**config.mk**
```make
export PLATFORM = sky130hd
export DESIGN_NAME = ubrg_top
export DESIGN_NICKNAME = d
export VERILOG_FILES = /design/src/ubrg_pkg.sv /design/src/ubrg_top.sv
export SDC_FILE = /design/constraint.sdc
export NUM_CORES = 1
export LEC_CHECK = 0
export ABC_AREA = 0
export BUFFER_PORTS_ARGS = -buffer_cell sky130_fd_sc_hd__buf_2
export CAP_MARGIN = 30
export CORE_MARGIN = 2
export CORE_UTILIZATION = 30
export DETAILED_ROUTE_END_ITERATION = 8
export PLACE_DENSITY = 0.54
export SLEW_MARGIN = 20
export SYNTH_ARGS = -nofsm -noshare
export SYNTH_HDL_FRONTEND = slang
export SYNTH_SLANG_ARGS = --single-unit
```
**constraint.sdc**
```tcl
create_clock -name MCLK -period 6.5 [get_ports MCLK]
set_clock_uncertainty 0.2 [all_clocks]
set_input_delay 1.95 -clock MCLK [delete_from_list [all_inputs] [get_ports MCLK]]
set_output_delay 1.95 -clock MCLK [all_outputs]
set_load 0.05 [all_outputs]
```
**src/ubrg_pkg.sv**
```systemverilog
/*
  Package for the serial baud rate generator: register map, field layout,
  reset values and clock-source encodings.
  Assumes a classic Wishbone slave with 32-bit data and byte addresses.
*/
`default_nettype none
package ubrg_pkg;
  // ==========================================================
  // Register offsets
  localparam logic [7:0] MODE_OFS   = 8'h00;
  localparam logic [7:0] DIV_OFS    = 8'h04;
  localparam logic [7:0] STATUS_OFS = 8'h08;
  // ==========================================================
  // Field positions
  localparam int SRC_LSB  = 0;
  localparam int SYNC_BIT = 4;
  localparam int OVER_BIT = 5;
  localparam int NORM_BIT = 6;
  localparam int FP_LSB   = 16;
  // ==========================================================
  // Clock sources, pre-divider and oversampling counts
  localparam logic [1:0] SRC_MCK  = 2'h0;
  localparam logic [1:0] SRC_DIV  = 2'h1;
  localparam logic [1:0] SRC_EXT  = 2'h3;
  localparam logic [3:0] PRE_DIV  = 4'h8;
  localparam logic [3:0] PRE_LAST = 4'h7;
  localparam logic [3:0] OVS8_LAST  = 4'h7;
  localparam logic [3:0] OVS16_LAST = 4'hf;
  // ==========================================================
  // Reset values
  localparam logic [15:0] DIV_RST  = 16'h0000;
  localparam logic [2:0]  FP_RST   = 3'h0;
  localparam logic [6:0]  MODE_RST = 7'h40;
  // ==========================================================
  // Configuration carrier
  typedef struct packed {
    logic        normal;
    logic        over;
    logic        sync;
    logic [1:0]  src;
    logic [2:0]  fp;
    logic [15:0] cd;
  } ubrg_cfg_t;
endpackage
`default_nettype wire

```
**src/ubrg_top.sv**
```systemverilog
/*
  Baud rate generator: clock source select, 16-bit divider with eighth
  fractional step, oversampling divider, Wishbone register slave.
  Assumes a synchronous reset, one clock, and an external serial clock
  slower than a quarter of the master clock.
*/
// Decided for this implementation: the Wishbone interface to the registers and the placing of the registers.
`timescale 1ns/1ns
`default_nettype none
module ubrg_top (
  // Clock and reset
  input  wire logic        MCLK,
  input  wire logic        RST_N,
  // Peripheral clock gate
  input  wire logic        CLK_EN,
  // Wishbone slave
  input  wire logic        WB_CYC_I,
  input  wire logic        WB_STB_I,
  input  wire logic        WB_WE_I,
  input  wire logic [7:0]  WB_ADR_I,
  input  wire logic [3:0]  WB_SEL_I,
  input  wire logic [31:0] WB_DAT_I,
  output logic      [31:0] WB_DAT_O,
  output logic             WB_ACK_O,
  // Serial clock pin
  input  wire logic        SCK_I,
  // Baud outputs
  output logic             SAMPLE_TICK,
  output logic             BIT_TICK
);
  // ==========================================================
  // Declarations
  ubrg_pkg::ubrg_cfg_t cfg_r;
  ubrg_pkg::ubrg_cfg_t act_r;
  logic        sck_s1_r;
  logic        sck_s2_r;
  logic        sck_s3_r;
  logic [3:0]  pre_cnt_r;
  logic        src_tick;
  logic        pre_tick;
  logic        ext_tick;
  logic [15:0] div_cnt_r;
  logic [2:0]  frac_acc_r;
  logic        extra_r;
  logic        div_tick;
  logic [15:0] reload_nxt;
  logic [2:0]  frac_sum;
  logic        frac_carry;
  logic        sample_nxt;
  logic [3:0]  ovs_cnt_r;
  logic [3:0]  ovs_last;
  logic        wb_hit;
  logic [31:0] rd_nxt;
  logic        idle_load;

  // ==========================================================
  // Helper functions
  // Byte lane merge for writes
  function automatic logic [7:0] lane(input logic [31:0] d,
                                      input logic [7:0]  q,
                                      input logic [3:0]  s,
                                      input int          n);
    lane = s[n] ? d[8*n +: 8] : q;
  endfunction

  // Register offset match
  function automatic logic ofs_hit(input logic [7:0] a,
                                   input logic [7:0] o);
    ofs_hit = (a == o);
  endfunction

  // Last source tick of a divider period
  function automatic logic period_end(input logic [15:0] c,
                                      input logic        x);
    period_end = (c == 16'h0001) && !x;
  endfunction

  // Fraction step in normal asynchronous mode only
  function automatic logic frac_on(input ubrg_pkg::ubrg_cfg_t c);
    frac_on = c.normal && !c.sync && (c.fp != 3'h0);
  endfunction

  // Small counter at or past its last value
  function automatic logic cnt_wrap(input logic [3:0] c,
                                    input logic [3:0] l);
    cnt_wrap = (c >= l);
  endfunction

  // Mode word as read back
  function automatic logic [31:0] mode_word(input ubrg_pkg::ubrg_cfg_t c);
    mode_word = 32'h0000_0000;
    mode_word[ubrg_pkg::SRC_LSB +: 2] = c.src;
    mode_word[ubrg_pkg::SYNC_BIT]     = c.sync;
    mode_word[ubrg_pkg::OVER_BIT]     = c.over;
    mode_word[ubrg_pkg::NORM_BIT]     = c.normal;
  endfunction

  // Status word: divider count, oversample count, stretch flag
  function automatic logic [31:0] status_word(input logic [15:0] c,
                                              input logic [3:0]  o,
                                              input logic        x);
    status_word = {11'h000, x, o, c};
  endfunction

  // ==========================================================
  // Register slave
  assign wb_hit = WB_CYC_I && WB_STB_I && !WB_ACK_O;

  // Writes need no peripheral clock enable
  always_ff @(posedge MCLK) begin
    if (!RST_N) begin
      cfg_r.src    <= ubrg_pkg::MODE_RST[ubrg_pkg::SRC_LSB +: 2];
      cfg_r.sync   <= ubrg_pkg::MODE_RST[ubrg_pkg::SYNC_BIT];
      cfg_r.over   <= ubrg_pkg::MODE_RST[ubrg_pkg::OVER_BIT];
      cfg_r.normal <= ubrg_pkg::MODE_RST[ubrg_pkg::NORM_BIT];
      cfg_r.fp <= ubrg_pkg::FP_RST;
      cfg_r.cd <= ubrg_pkg::DIV_RST;
    end else if (wb_hit && WB_WE_I) begin
      if (ofs_hit(WB_ADR_I, ubrg_pkg::MODE_OFS)) begin
        if (WB_SEL_I[0]) begin
          cfg_r.src    <= WB_DAT_I[ubrg_pkg::SRC_LSB +: 2];
          cfg_r.sync   <= WB_DAT_I[ubrg_pkg::SYNC_BIT];
          cfg_r.over   <= WB_DAT_I[ubrg_pkg::OVER_BIT];
          cfg_r.normal <= WB_DAT_I[ubrg_pkg::NORM_BIT];
        end
      end else if (ofs_hit(WB_ADR_I, ubrg_pkg::DIV_OFS)) begin
        cfg_r.cd[7:0]  <= lane(WB_DAT_I, cfg_r.cd[7:0], WB_SEL_I, 0);
        cfg_r.cd[15:8] <= lane(WB_DAT_I, cfg_r.cd[15:8], WB_SEL_I, 1);
        if (WB_SEL_I[2]) begin
          cfg_r.fp <= WB_DAT_I[ubrg_pkg::FP_LSB +: 3];
        end
      end
    end
  end

  always_comb begin
    rd_nxt = 32'h0000_0000;
    if (ofs_hit(WB_ADR_I, ubrg_pkg::MODE_OFS)) begin
      rd_nxt = mode_word(cfg_r);
    end else if (ofs_hit(WB_ADR_I, ubrg_pkg::DIV_OFS)) begin
      rd_nxt[15:0] = cfg_r.cd;
      rd_nxt[ubrg_pkg::FP_LSB +: 3] = cfg_r.fp;
    end else if (ofs_hit(WB_ADR_I, ubrg_pkg::STATUS_OFS)) begin
      rd_nxt = status_word(div_cnt_r, ovs_cnt_r, extra_r);
    end
  end

  always_ff @(posedge MCLK) begin
    if (!RST_N) begin
      WB_ACK_O <= 1'b0;
      WB_DAT_O <= 32'h0000_0000;
    end else begin
      WB_ACK_O <= wb_hit;
      WB_DAT_O <= wb_hit ? rd_nxt : 32'h0000_0000;
    end
  end

  // ==========================================================
  // Clock source selection
  always_ff @(posedge MCLK) begin
    if (!RST_N) begin
      sck_s1_r <= 1'b0;
      sck_s2_r <= 1'b0;
      sck_s3_r <= 1'b0;
    end else begin
      sck_s1_r <= SCK_I;
      sck_s2_r <= sck_s1_r;
      sck_s3_r <= sck_s2_r;
    end
  end
  // Rising edge of pin, valid given slow phases
  assign ext_tick = sck_s2_r && !sck_s3_r;

  // Fixed pre-divider, frozen while clock gated
  always_ff @(posedge MCLK) begin
    if (!RST_N) begin
      pre_cnt_r <= 4'h0;
    end else if (CLK_EN) begin
      pre_cnt_r <= cnt_wrap(pre_cnt_r, ubrg_pkg::PRE_LAST) ? 4'h0
                                                          : pre_cnt_r + 4'h1;
    end
  end
  assign pre_tick = cnt_wrap(pre_cnt_r, ubrg_pkg::PRE_LAST);

  always_comb begin
    if (act_r.src == ubrg_pkg::SRC_MCK) begin
      src_tick = CLK_EN;
    end else if (act_r.src == ubrg_pkg::SRC_DIV) begin
      src_tick = CLK_EN && pre_tick;
    end else if (act_r.src == ubrg_pkg::SRC_EXT) begin
      src_tick = CLK_EN && ext_tick;
    end else begin
      src_tick = 1'b0;
    end
  end

  // ==========================================================
  // Divider with fractional step
  assign frac_sum   = frac_acc_r + act_r.fp;
  assign frac_carry = ({1'b0, frac_acc_r} + {1'b0, act_r.fp}) > 4'h7;
  assign div_tick   = src_tick && period_end(div_cnt_r, extra_r);
  assign idle_load  = (div_cnt_r == 16'h0000) || (act_r.cd == 16'h0000);

  always_comb begin
    reload_nxt = cfg_r.cd;
  end

  // Active configuration swaps only at a reload point
  always_ff @(posedge MCLK) begin
    if (!RST_N) begin
      act_r <= '0;
    end else if (idle_load || div_tick) begin
      act_r <= cfg_r;
    end
  end

  // Period counter parks at the load point for a zero divisor
  always_ff @(posedge MCLK) begin
    if (!RST_N) begin
      div_cnt_r <= 16'h0000;
    end else if (idle_load || div_tick) begin
      div_cnt_r <= reload_nxt;
    end else if (src_tick && !extra_r) begin
      div_cnt_r <= div_cnt_r - 16'h0001;
    end
  end

  // ==========================================================
  // Fractional stretch
  always_ff @(posedge MCLK) begin
    if (!RST_N) begin
      frac_acc_r <= 3'h0;
      extra_r    <= 1'b0;
    end else if (idle_load) begin
      frac_acc_r <= 3'h0;
      extra_r    <= 1'b0;
    end else if (src_tick && extra_r) begin
      extra_r <= 1'b0; // Stretch cycle of divisor plus one
    end else if (div_tick && frac_on(act_r)) begin
      frac_acc_r <= frac_sum;
      extra_r    <= frac_carry && (reload_nxt != 16'h0000);
    end else if (div_tick) begin
      frac_acc_r <= 3'h0;
    end
  end

  // ==========================================================
  // Baud outputs
  always_comb begin
    if (act_r.sync && act_r.src == ubrg_pkg::SRC_EXT) begin
      sample_nxt = src_tick; // Pin used directly
    end else if (act_r.cd == 16'h0000) begin
      sample_nxt = 1'b0;
    end else if (act_r.cd == 16'h0001) begin
      sample_nxt = src_tick; // Bypass
    end else begin
      sample_nxt = div_tick;
    end
  end

  // ==========================================================
  // Oversampling divider
  assign ovs_last = act_r.over ? ubrg_pkg::OVS8_LAST
                               : ubrg_pkg::OVS16_LAST;

  // Counts sampling ticks in asynchronous mode
  always_ff @(posedge MCLK) begin
    if (!RST_N) begin
      ovs_cnt_r <= 4'h0;
    end else if (sample_nxt && !act_r.sync) begin
      ovs_cnt_r <= cnt_wrap(ovs_cnt_r, ovs_last) ? 4'h0 : ovs_cnt_r + 4'h1;
    end
  end

  // One bit clock shared by receiver and transmitter
  always_ff @(posedge MCLK) begin
    if (!RST_N) begin
      SAMPLE_TICK <= 1'b0;
      BIT_TICK    <= 1'b0;
    end else begin
      SAMPLE_TICK <= sample_nxt;
      BIT_TICK    <= sample_nxt && (act_r.sync || cnt_wrap(ovs_cnt_r, ovs_last));
    end
  end
endmodule // ubrg_top
`default_nettype wire

```
Word-level counts from Yosys, hierarchy flattened
Index checks and enable logic that the tools add are counted.
{"block": "totals", "regBits": 114, "out_inout_bits": 35, "elab_cells": 106, "inputBits": 51}
{"block": "classes", "reduce_logical": 43, "n_lt_le_gt_ge": 3, "eq_ne": 6, "n_bitwise": 5, "n_mux": 16, "n_addsub": 5}
{"op": "16-bit by 1-bit == test with 1-bit output, second input constant", "count": 2}
{"op": "16-bit logical NOT", "count": 2}
{"op": "16-bit two-way mux", "count": 2}
{"op": "21-bit two-way mux", "count": 1}
{"op": "19-bit two-way mux", "count": 1}
{"op": "1-bit logical AND", "count": 17}
{"op": "16-bit nonzero test", "count": 1}
{"op": "16-bit by 1-bit subtractor with 16-bit output, second input constant", "count": 1}
{"op": "4-bit two-way mux", "count": 3}
{"op": "4-bit AND reduction", "count": 3}
{"op": "4-bit by 1-bit adder with 4-bit output, second input constant", "count": 2}
{"op": "8-bit by 3-bit == test with 1-bit output, second input constant", "count": 1}
{"op": "8-bit by 4-bit == test with 1-bit output, second input constant", "count": 1}
{"op": "8-bit logical NOT", "count": 1}
{"op": "7-bit two-way mux", "count": 1}
{"op": "1-bit two-way mux", "count": 6}
{"op": "3-bit two-way mux", "count": 2}
{"op": "3-bit OR reduction", "count": 2}
{"op": "1-bit inverter", "count": 5}
{"op": "5-bit OR reduction", "count": 1}
{"op": "3-bit by 3-bit adder with 4-bit output", "count": 1}
{"op": "4-bit by 3-bit greater-or-equal comparator with 1-bit output, second input constant", "count": 1}
{"op": "4-bit greater-or-equal comparator", "count": 1}
{"op": "4-bit by 3-bit greater-than comparator with 1-bit output, second input constant", "count": 1}
{"op": "12 further kinds", "count": 19}

Logic depth before layout (Yosys ltp)
Gate-level depths: netlist of the first run.
{"block": "depth", "word_depth": 11, "mapped_depth": 11, "ltp_nobuf": 8}

Worst setup path after synthesis of the first run
OpenSTA, ideal clock, no wires.
{"block": "synth_timing", "path_kind": "input port to flip-flop", "from": "input CLK_EN", "to": "register div_cnt_r[12]", "arrival_time_ns": 3.559, "n_path_buf": 0, "slack_ns": 2.667, "setup_time_ns": 0.074, "t_required_ns": 6.226, "path_stages": 6, "path_cell_list": "inv_1 a2111oi_2 nor2_1 or4_1 or4_1 a31oi_1"}
{"block": "synth_between", "elab_chain_cells": 7, "elab_cells_between_ends": 10, "cone_classes": "4 x mux; 6 x reduce/logical"}
{"item": "start, declared", "line_no": "ubrg_top.sv:15", "text": "input wire logic CLK_EN,"}
{"item": "1-bit logical AND", "line_no": "ubrg_top.sv:191", "text": "src_tick = CLK_EN && ext_tick;"}
{"item": "1-bit two-way mux", "line_no": "ubrg_top.sv:190", "text": "end else if (act_r.src == ubrg_pkg::SRC_EXT) begin"}
{"item": "1-bit two-way mux", "line_no": "ubrg_top.sv:188", "text": "end else if (act_r.src == ubrg_pkg::SRC_DIV) begin"}
{"item": "1-bit two-way mux (*)", "line_no": "ubrg_top.sv:186", "text": "if (act_r.src == ubrg_pkg::SRC_MCK) begin"}
{"item": "1-bit logical AND", "line_no": "ubrg_top.sv:201", "text": "assign div_tick = src_tick && period_end(div_cnt_r, extra_r);"}
{"item": "1-bit logical OR", "line_no": "ubrg_top.sv:221", "text": "end else if (idle_load || div_tick) begin"}
{"item": "16-bit two-way mux / 2-bit nonzero test (equally long branches)"}
{"item": "end signal, assigned", "line_no": "ubrg_top.sv:222", "text": "div_cnt_r <= reload_nxt;"}
{"item": "end signal, assigned", "line_no": "ubrg_top.sv:224", "text": "div_cnt_r <= div_cnt_r - 16'h0001;"}
{"item": "end, declared", "line_no": "ubrg_top.sv:42", "text": "logic [15:0] div_cnt_r;"}
Mark *: on every way between the ends. The rest lies on a longest branch, timed or not.
A chain may end at the register's enable or synchronous reset.

Final worst setup path of the first run
Same ends and word-level chain as after synthesis.

==> results of run 1 <==
-- routing by layer --
layer | wire length, um | global-route usage (%)
met1 | 5613 | 20.57
met2 | 5760 | 24.85
met3 | 718 | 2.848
met4 | 317 | 7.175
met5 | 0 | 0
-- through the flow --
stage	total power [mW]	cell area (um2)
final	1.210	5291
after CTS	1.226	5291
after global routing	1.253	5291
after detailed placement	0.7025	5005
after global placement	0.7015	4991
after floorplan	0.6894	4604
-- final timing paths --
check,startpoint,endpoint,slack (ns),cells past startpoint
setup / recovery,CLK_EN,div_cnt_r[12],2.45,7
hold / removal,sck_s1_r,sck_s2_r,0.24,1
setup reg to reg,pre_cnt_r[0],div_cnt_r[12],3.46,7
hold reg to reg,sck_s1_r,sck_s2_r,0.24,1
-- Yosys cell counts (10+ instances only) --
master and n:
sky130_fd_sc_hd__a21oi_1 56, sky130_fd_sc_hd__a22o_1 14, sky130_fd_sc_hd__buf_4 12, sky130_fd_sc_hd__clkbuf_1 13, sky130_fd_sc_hd__dfxtp_1 103, sky130_fd_sc_hd__inv_1 10
sky130_fd_sc_hd__mux2i_1 26, sky130_fd_sc_hd__nand2_1 73, sky130_fd_sc_hd__nand3_1 12, sky130_fd_sc_hd__nor2_1 53, sky130_fd_sc_hd__nor3_1 15, sky130_fd_sc_hd__nor4_1 16
sky130_fd_sc_hd__o21ai_0 24
-- worst reg2reg max path, delay by kind of cell, from the launching register on --
family / cells / cell delay [ns]
compound gates: 3 / 0.82
fa+ha+maj: 1 / 0.20
flops: 1 / 0.37
simple gates: 3 / 1.38
-- logic make-up after synthesis --
logic type / Yosys count
AO/OA/AOI/OAI: 124
XOR/XNOR: 1
adder cells (fa/ha/maj): 9
buffers and inverters: 45
flip-flops: 103
multiplexers: 28
other: 1
AND/OR/NAND/NOR: 218
-- area by class of cell --
class	count	area (um2)	area share (%)
inverters	11	41.29	0.7803
flip-flops and latches	103	2062	38.97
well taps	188	235.2	4.446
repair buffers	67	352.8	6.668
multi-input cells	391	2313	43.72
clock buffers	12	256.5	4.847
clock inverters	4	30.03	0.5675
-- power by group --
group | switching, mW | leakage [nW] | internal (mW)
clock network | 0.240 | 0.139 | 0.282
registers | 0.00149 | 0.831 | 0.633
logic | 0.0383 | 1.13 | 0.0152
total | 0.280 | 2.10 | 0.930
-- registers in the layout (all words and copies together), names as in the netlist, 3 cells and up --
| register | count |
|---|---|
| pre_cnt_r | 4 |
| frac_acc_r | 3 |
| div_cnt_r | 16 |
| ovs_cnt_r | 4 |
| reload_nxt | 16 |
| act_r | 24 |
| cfg_r | 8 |
| WB_DAT_O | 21 |
==> out/results.tsv, run 1 <==
metric	value	unit
critPathTopFamily	simple AND/OR/NAND/NOR gates	
powerDensity	228.7	nW/um2
cp.required	6.58	ns
dieHeight	127.4	um
die_area	16230	um2
drtAntennaViolNets	0	
final_layout_size_suffix_gt1_share	16.67	%
pre_cts_ws	2.092	ns
critPathKind	primary input to flip-flop	
ys_seq_elements	103	
cp-start-kind	primary input	
core	15030	um2
root_buffer	sky130_fd_sc_hd__clkbuf_16	
fin_cells	776	
min_period	4.047	ns
layout.core_utilization	35.20	%
drt_pre_antenna_iters	4	
syn_area	4567	um2
vias_per_cell	5.165	
yosysTopAreaCellShare	45.15	%
number_of_warning_messages_in_the_yosys_log	0	
grt_start_max_net_pins	62	
synth_sequential_area_ratio	45.15	%
max_cap_viol_count	0	
cts_buffers	9	
grt-ovfl-total	0	
horizontal_extent_of_the_die	127.4	um
vdd.ir_drop.worst	0.1200	mV
holdWs	0.2394	ns
synth_top_family_by_area	simple AND/OR/NAND/NOR gates	
totalWireLength	12.41	mm
buffer_depth_of_the_longest_clock_path	2	
timing.critical_path.slowest_cell_delay	0.65	ns
synth_edf_count	0	
setup_viol	0	
placementRows	45	
grt_first_pass_wirelength	19.81	mm
synth_compound_area_share	17.34	%
final_cell_mix	103 x sky130_fd_sc_hd__dfxtp_1, 73 x sky130_fd_sc_hd__nand2_1, 60 x sky130_fd_sc_hd__buf_2, 56 x sky130_fd_sc_hd__a21oi_1, 53 x sky130_fd_sc_hd__nor2_1	
power.static_leakage	2.097	nW
post_synth_mux_area_share	6.192	%
critPathCaptureType	flip-flop	
path_buf_inv	2	
cts_hold_repair.buffers	0	
nFillCells	1565	
vias_after_detailed_routing	4008	
dpl.cell_count	760	
clock_tree_sinks	103	
drcViolationCount	0	
timing.hold.worst.class	flip-flop to flip-flop	
post_cts_resized	0	
period_share	62.26	%
antenna_found_initial	0	
globalplace.congestion	0.8220	
report.final.slew_viol_count	0	
data_arrival_time_at_the_worst_slack_endpoint	4.13	ns
avgSynthCellArea	8.633	um2
relSlewSlack	49.58	%
worstPathCellList	buf_2 > inv_1 > a2111oi_2 > nor2_1 > or4_1 > or4_1 > a31oi_1	
synth_area_leader_cell	sky130_fd_sc_hd__dfxtp_1	
grt_pass1_vias	3819	
path_common_cell	sky130_fd_sc_hd__or4_1	
postSynthCellCount	529	
status	finished, final reports clean	
synth_fa_ha_area_share	2.630	%
clock_tree.htree_level_count	3	
start_util	30.38	%
hpwlAfterDp	8.940	mm
clk_pin_slew	0.07	ns
worst_path_max_delay_cell	sky130_fd_sc_hd__or4_1	
grt_resource_usage_total	15.60	%
finalHoldViolCount	0	
dominantRegCellSynth	sky130_fd_sc_hd__dfxtp_1	
final_net_count	643	
post_cts_setup_repair_buffer_count	0	
io_port_bufs	60	
post_synth_xor_area_fraction	0.1918	%
area_growth_from_synthesis_to_layout	15.86	%
clock_tree_from_tritoncts	built	
synth-async-reset-ratio	0	%
ios	86	
antennaDiodeCount	0	
postLayoutSetupSlackWorst	2.453	ns
post_synth_and_or_nand_nor_area_fraction	23.26	%
area_contributors_post_synth	sky130_fd_sc_hd__dfxtp_1 45%, sky130_fd_sc_hd__a21oi_1 6.1%, sky130_fd_sc_hd__nand2_1 6.0%	
crit_path_max_fanout	9	
drt_iter0_drcs	259	
timing.fmax	247.1	MHz
fin_setup_tns	0	ns
rsz_0062_raised_after_global_routing	no	
worstMarginPinSlew	0.7372	ns
routed_wire_length_per_instance	15.99	um
final_common_cell	sky130_fd_sc_hd__dfxtp_1	
clk-insertion-delay-late	0.35	ns
synth.lib_cells_used.distinct	59	
Power figures use the tool's default switching activity.
==> run 2, diff against run 1 <==
ABC_AREA = 1   (was 0)
PLACE_DENSITY = 0.56   (was 0.54)
clock period = 3.6 ns   (was 6.5 ns; I/O delays follow)
==> out/results.tsv, run 2 <==
metric	value	unit	change
layout_top_registers	act_r (24), WB_DAT_O (21)		
final_layout_size_suffix_gt1_share	15.67	%	-1.0 points
core	15310	um2	+1.9%
final_net_count	738		+15%
power.static_leakage	2.414	nW	+15%
powerDensity	398.7	nW/um2	+74%
crit_path_max_fanout	40		+31
drt_iter0_drcs	200		-23%
post_cts_setup_repair_buffer_count	0		unchanged
ios	86		unchanged
sw_frac_of_total	24.20	%	+1.1 points
data_arrival_time_at_the_worst_slack_endpoint	2.76	ns	-1.37 ns
clk_pin_slew	0.07	ns	about the same
grt_first_pass_wirelength	19.91	mm	+0.53%
clock_tree_sinks	103		unchanged
rsz_0062_raised_after_global_routing	no		
clkPwrFrac	43.1	%	about the same
registers.top_by_ff_count	act_r		
power.internal	1.644	mW	+77%
critPathCaptureType	flip-flop		
synth_top_family_by_area	simple AND/OR/NAND/NOR gates		
ff2ff_path_depth	12		+5
setup_viol	0		unchanged
dieHeight	129.8	um	+1.9%
horizontal_extent_of_the_die	129.8	um	+1.9%
root_buffer	sky130_fd_sc_hd__clkbuf_16		
timing.fmax	369.7	MHz	
finalHoldViolCount	0		unchanged
vdd.ir_drop.worst	0.1945	mV	+62%
comb_power_share	4.1	%	-0.3 points
postSynthCellCount	626		+18%
min_path_cells	2		+1
final_design_area_no_fill	5440	um2	+2.8%
start_util	31.00	%	+0.63 points
cts_buffers	9		unchanged
die_area	16850	um2	+3.9%
final_cell_mix	103 x sky130_fd_sc_hd__dfxtp_1, 91 x sky130_fd_sc_hd__inv_1, 81 x sky130_fd_sc_hd__nand2_1, 67 x sky130_fd_sc_hd__nor2_1, 60 x sky130_fd_sc_hd__buf_2		
ys_seq_elements	103		unchanged
fin_setup_tns	0	ns	unchanged
dominantRegCellSynth	sky130_fd_sc_hd__dfxtp_1		
report.final.slew_viol_count	0		unchanged
routed_wire_length_per_instance	13.69	um	-14%
synth_edf_count	0		unchanged
critPathKind	flip-flop to flip-flop		
synth_area_leader_cell	sky130_fd_sc_hd__dfxtp_1		
grt-ovfl-total	0		unchanged
worstMarginPinSlew	0.6289	ns	-0.1083 ns
buffer_depth_of_the_longest_clock_path	2		unchanged
clock_tree.htree_level_count	3		unchanged
clock_tree_from_tritoncts	built		
worstPathCellList	inv_1 > ha_1 > nand2_2 > nor2_4 > inv_2 > o21ai_2 > inv_2 > nand2_4 > nand2_1 > o211ai_1 > nand2_1 > inv_1		
layout.area.seq	2062	um2	unchanged
synth.cells.most_frequent	103 x sky130_fd_sc_hd__dfxtp_1, 91 x sky130_fd_sc_hd__inv_1, 81 x sky130_fd_sc_hd__nand2_1		
area_contributors_post_synth	sky130_fd_sc_hd__dfxtp_1 43%, sky130_fd_sc_hd__inv_1 7.2%, sky130_fd_sc_hd__nand2_1 6.4%		
totalWireLength	12.24	mm	-1.4%
drt_pre_antenna_iters	4		unchanged
drcViolationCount	0		unchanged
io_port_bufs	60		unchanged
holdWs	0.2218	ns	-0.01762 ns
yosysTopAreaCellShare	43.43	%	-1.7 points
drtAntennaViolNets	0		unchanged
cp.required	3.66	ns	-2.92 ns
cp-start-kind	flip-flop		
synth_sequential_area_ratio	43.43	%	-1.7 points
relSlewSlack	57.54	%	+8.0 points
power_frac_seq	52.8	%	+0.4 points
synth.lib_cells_used.distinct	41		-31%
timing.critical_path.slowest_cell_delay	0.46	ns	-0.19 ns
worst_path_max_delay_cell	sky130_fd_sc_hd__dfxtp_1		
grt_pass1_vias	3824		+0.13%
antennaDiodeCount	0		unchanged
timing.hold.worst.class	flip-flop to flip-flop		
multi_input_area	2133	um2	-7.8%
vias_after_detailed_routing	4118		+2.7%
clk-insertion-delay-late	0.35	ns	about the same
grt_start_max_net_pins	45		-27%
min_period	2.705	ns	
final_common_cell	sky130_fd_sc_hd__dfxtp_1		
post_synth_and_or_nand_nor_area_fraction	22.06	%	-1.2 points
synth_fa_ha_area_share	2.530	%	-0.10 points
post_synth_xor_area_fraction	2.582	%	+2.4 points
post_synth_mux_area_share	0	%	-6.2 points
number_of_warning_messages_in_the_yosys_log	0		unchanged
cts_hold_repair.buffers	0		unchanged
status	finished, final reports clean		
area_growth_from_synthesis_to_layout	14.57	%	
vias_per_cell	4.606		-11%
grt_resource_usage_total	15.07	%	-0.53 points
nFillCells	1680		+7.3%
total_switching_power	0.5248	mW	+88%
syn_area	4748	um2	+4.0%
period_share	75.13	%	
hpwlAfterDp	8.694	mm	-2.8%
largest_register_ffs	24		unchanged
cell_with_the_most_instances_after_synthesis	sky130_fd_sc_hd__dfxtp_1		
placementRows	45		unchanged
antenna_found_initial	0		unchanged
synth-async-reset-ratio	0	%	unchanged
max_cap_viol_count	0		unchanged
synth_compound_area_share	16.89	%	-0.45 points
avgSynthCellArea	7.585	um2	-12%
post_cts_resized	0		unchanged
globalplace.congestion	0.8048		-2.1%
placed_cell_area	5161	um2	+3.1%
run 2: cell count changes after synthesis, moves of 14 or more:
cell,previous run,this run
sky130_fd_sc_hd__inv_1,10,91
sky130_fd_sc_hd__nand3_1,12,52
sky130_fd_sc_hd__mux2i_1,26,0
sky130_fd_sc_hd__nor4_1,16,1
sky130_fd_sc_hd__a22o_1,14,0
sky130_fd_sc_hd__nor2_1,53,67
sky130_fd_sc_hd__o211ai_1,1,15
run 2: layout make-up:
| cell class | count | share of cell area (%) |
|---|---|---|
| clock buffers | 9 | 4.140 |
| clock inverters | 7 | 0.9890 |
| inverters | 95 | 6.555 |
| multi-input cells | 403 | 39.21 |
| flip-flops and latches | 103 | 37.90 |
| well taps | 211 | 4.853 |
| repair buffers | 66 | 6.348 |
run 2: cells by family (layout without fill, tap and decap cells):
family                   after synthesis  count (layout)
AO/OA/AOI/OAI                        137             137
XOR/XNOR                              14              14
adder cells (fa/ha/maj)                9               9
buffers and inverters                130             177
flip-flops                           103             103
other                                  1              11
AND/OR/NAND/NOR                      232             232
run 2: power by group through the flow:
stage	clock (mW)	combinational, mW	sequential, mW
after floorplan	0	0.0651	1.17
after global placement	0	0.0886	1.17
after detailed placement	0	0.0890	1.17
after CTS	0.950	0.0894	1.15
after global routing	1.00	0.0983	1.15
final	0.934	0.0891	1.15
run 2: worst max-delay path: cells and delay by family, from the launching register on:
| kind | cells | cell delay, ns |
|---|---|---|
| AO/OA/AOI/OAI | 2 | 0.18 |
| adder cells (fa/ha/maj) | 1 | 0.24 |
| buffers and inverters | 4 | 0.62 |
| flip-flops | 1 | 0.46 |
| AND/OR/NAND/NOR | 5 | 0.87 |
run 2: through the flow:
step	cells	power, mW	util [%]	setup slack [ns]
final	894	2.169	35.52	0.8954
after global routing	894	2.246	35.52	0.6245
after CTS	894	2.185	35.52	0.8907
after detailed placement	878	1.261	33.70	0.6494
after global placement	878	1.261	33.70	0.6629
after floorplan	636	1.238	-	1.158
run 2: worst paths after layout:
path	startpoint	end	slack, ns
worst max-delay path	div_cnt_r[0]	div_cnt_r[2]	0.90
worst min-delay path	sck_s1_r	sck_s2_r	0.22
worst max register to register	div_cnt_r[0]	div_cnt_r[2]	0.90
worst min register to register	sck_s1_r	sck_s2_r	0.22
run 2: per-layer routing:
| layer | vias to the layer above | GRT usage [%] | wire length [um] |
|---|---|---|---|
| li1 | 2147 | - | - |
| met1 | 1866 | 21.59 | 5994 |
| met3 | 12 | 2.788 | 615 |
| met5 | - | 0 | 0 |
| met2 | 93 | 22.91 | 5444 |
| met4 | 0 | 4.807 | 185 |
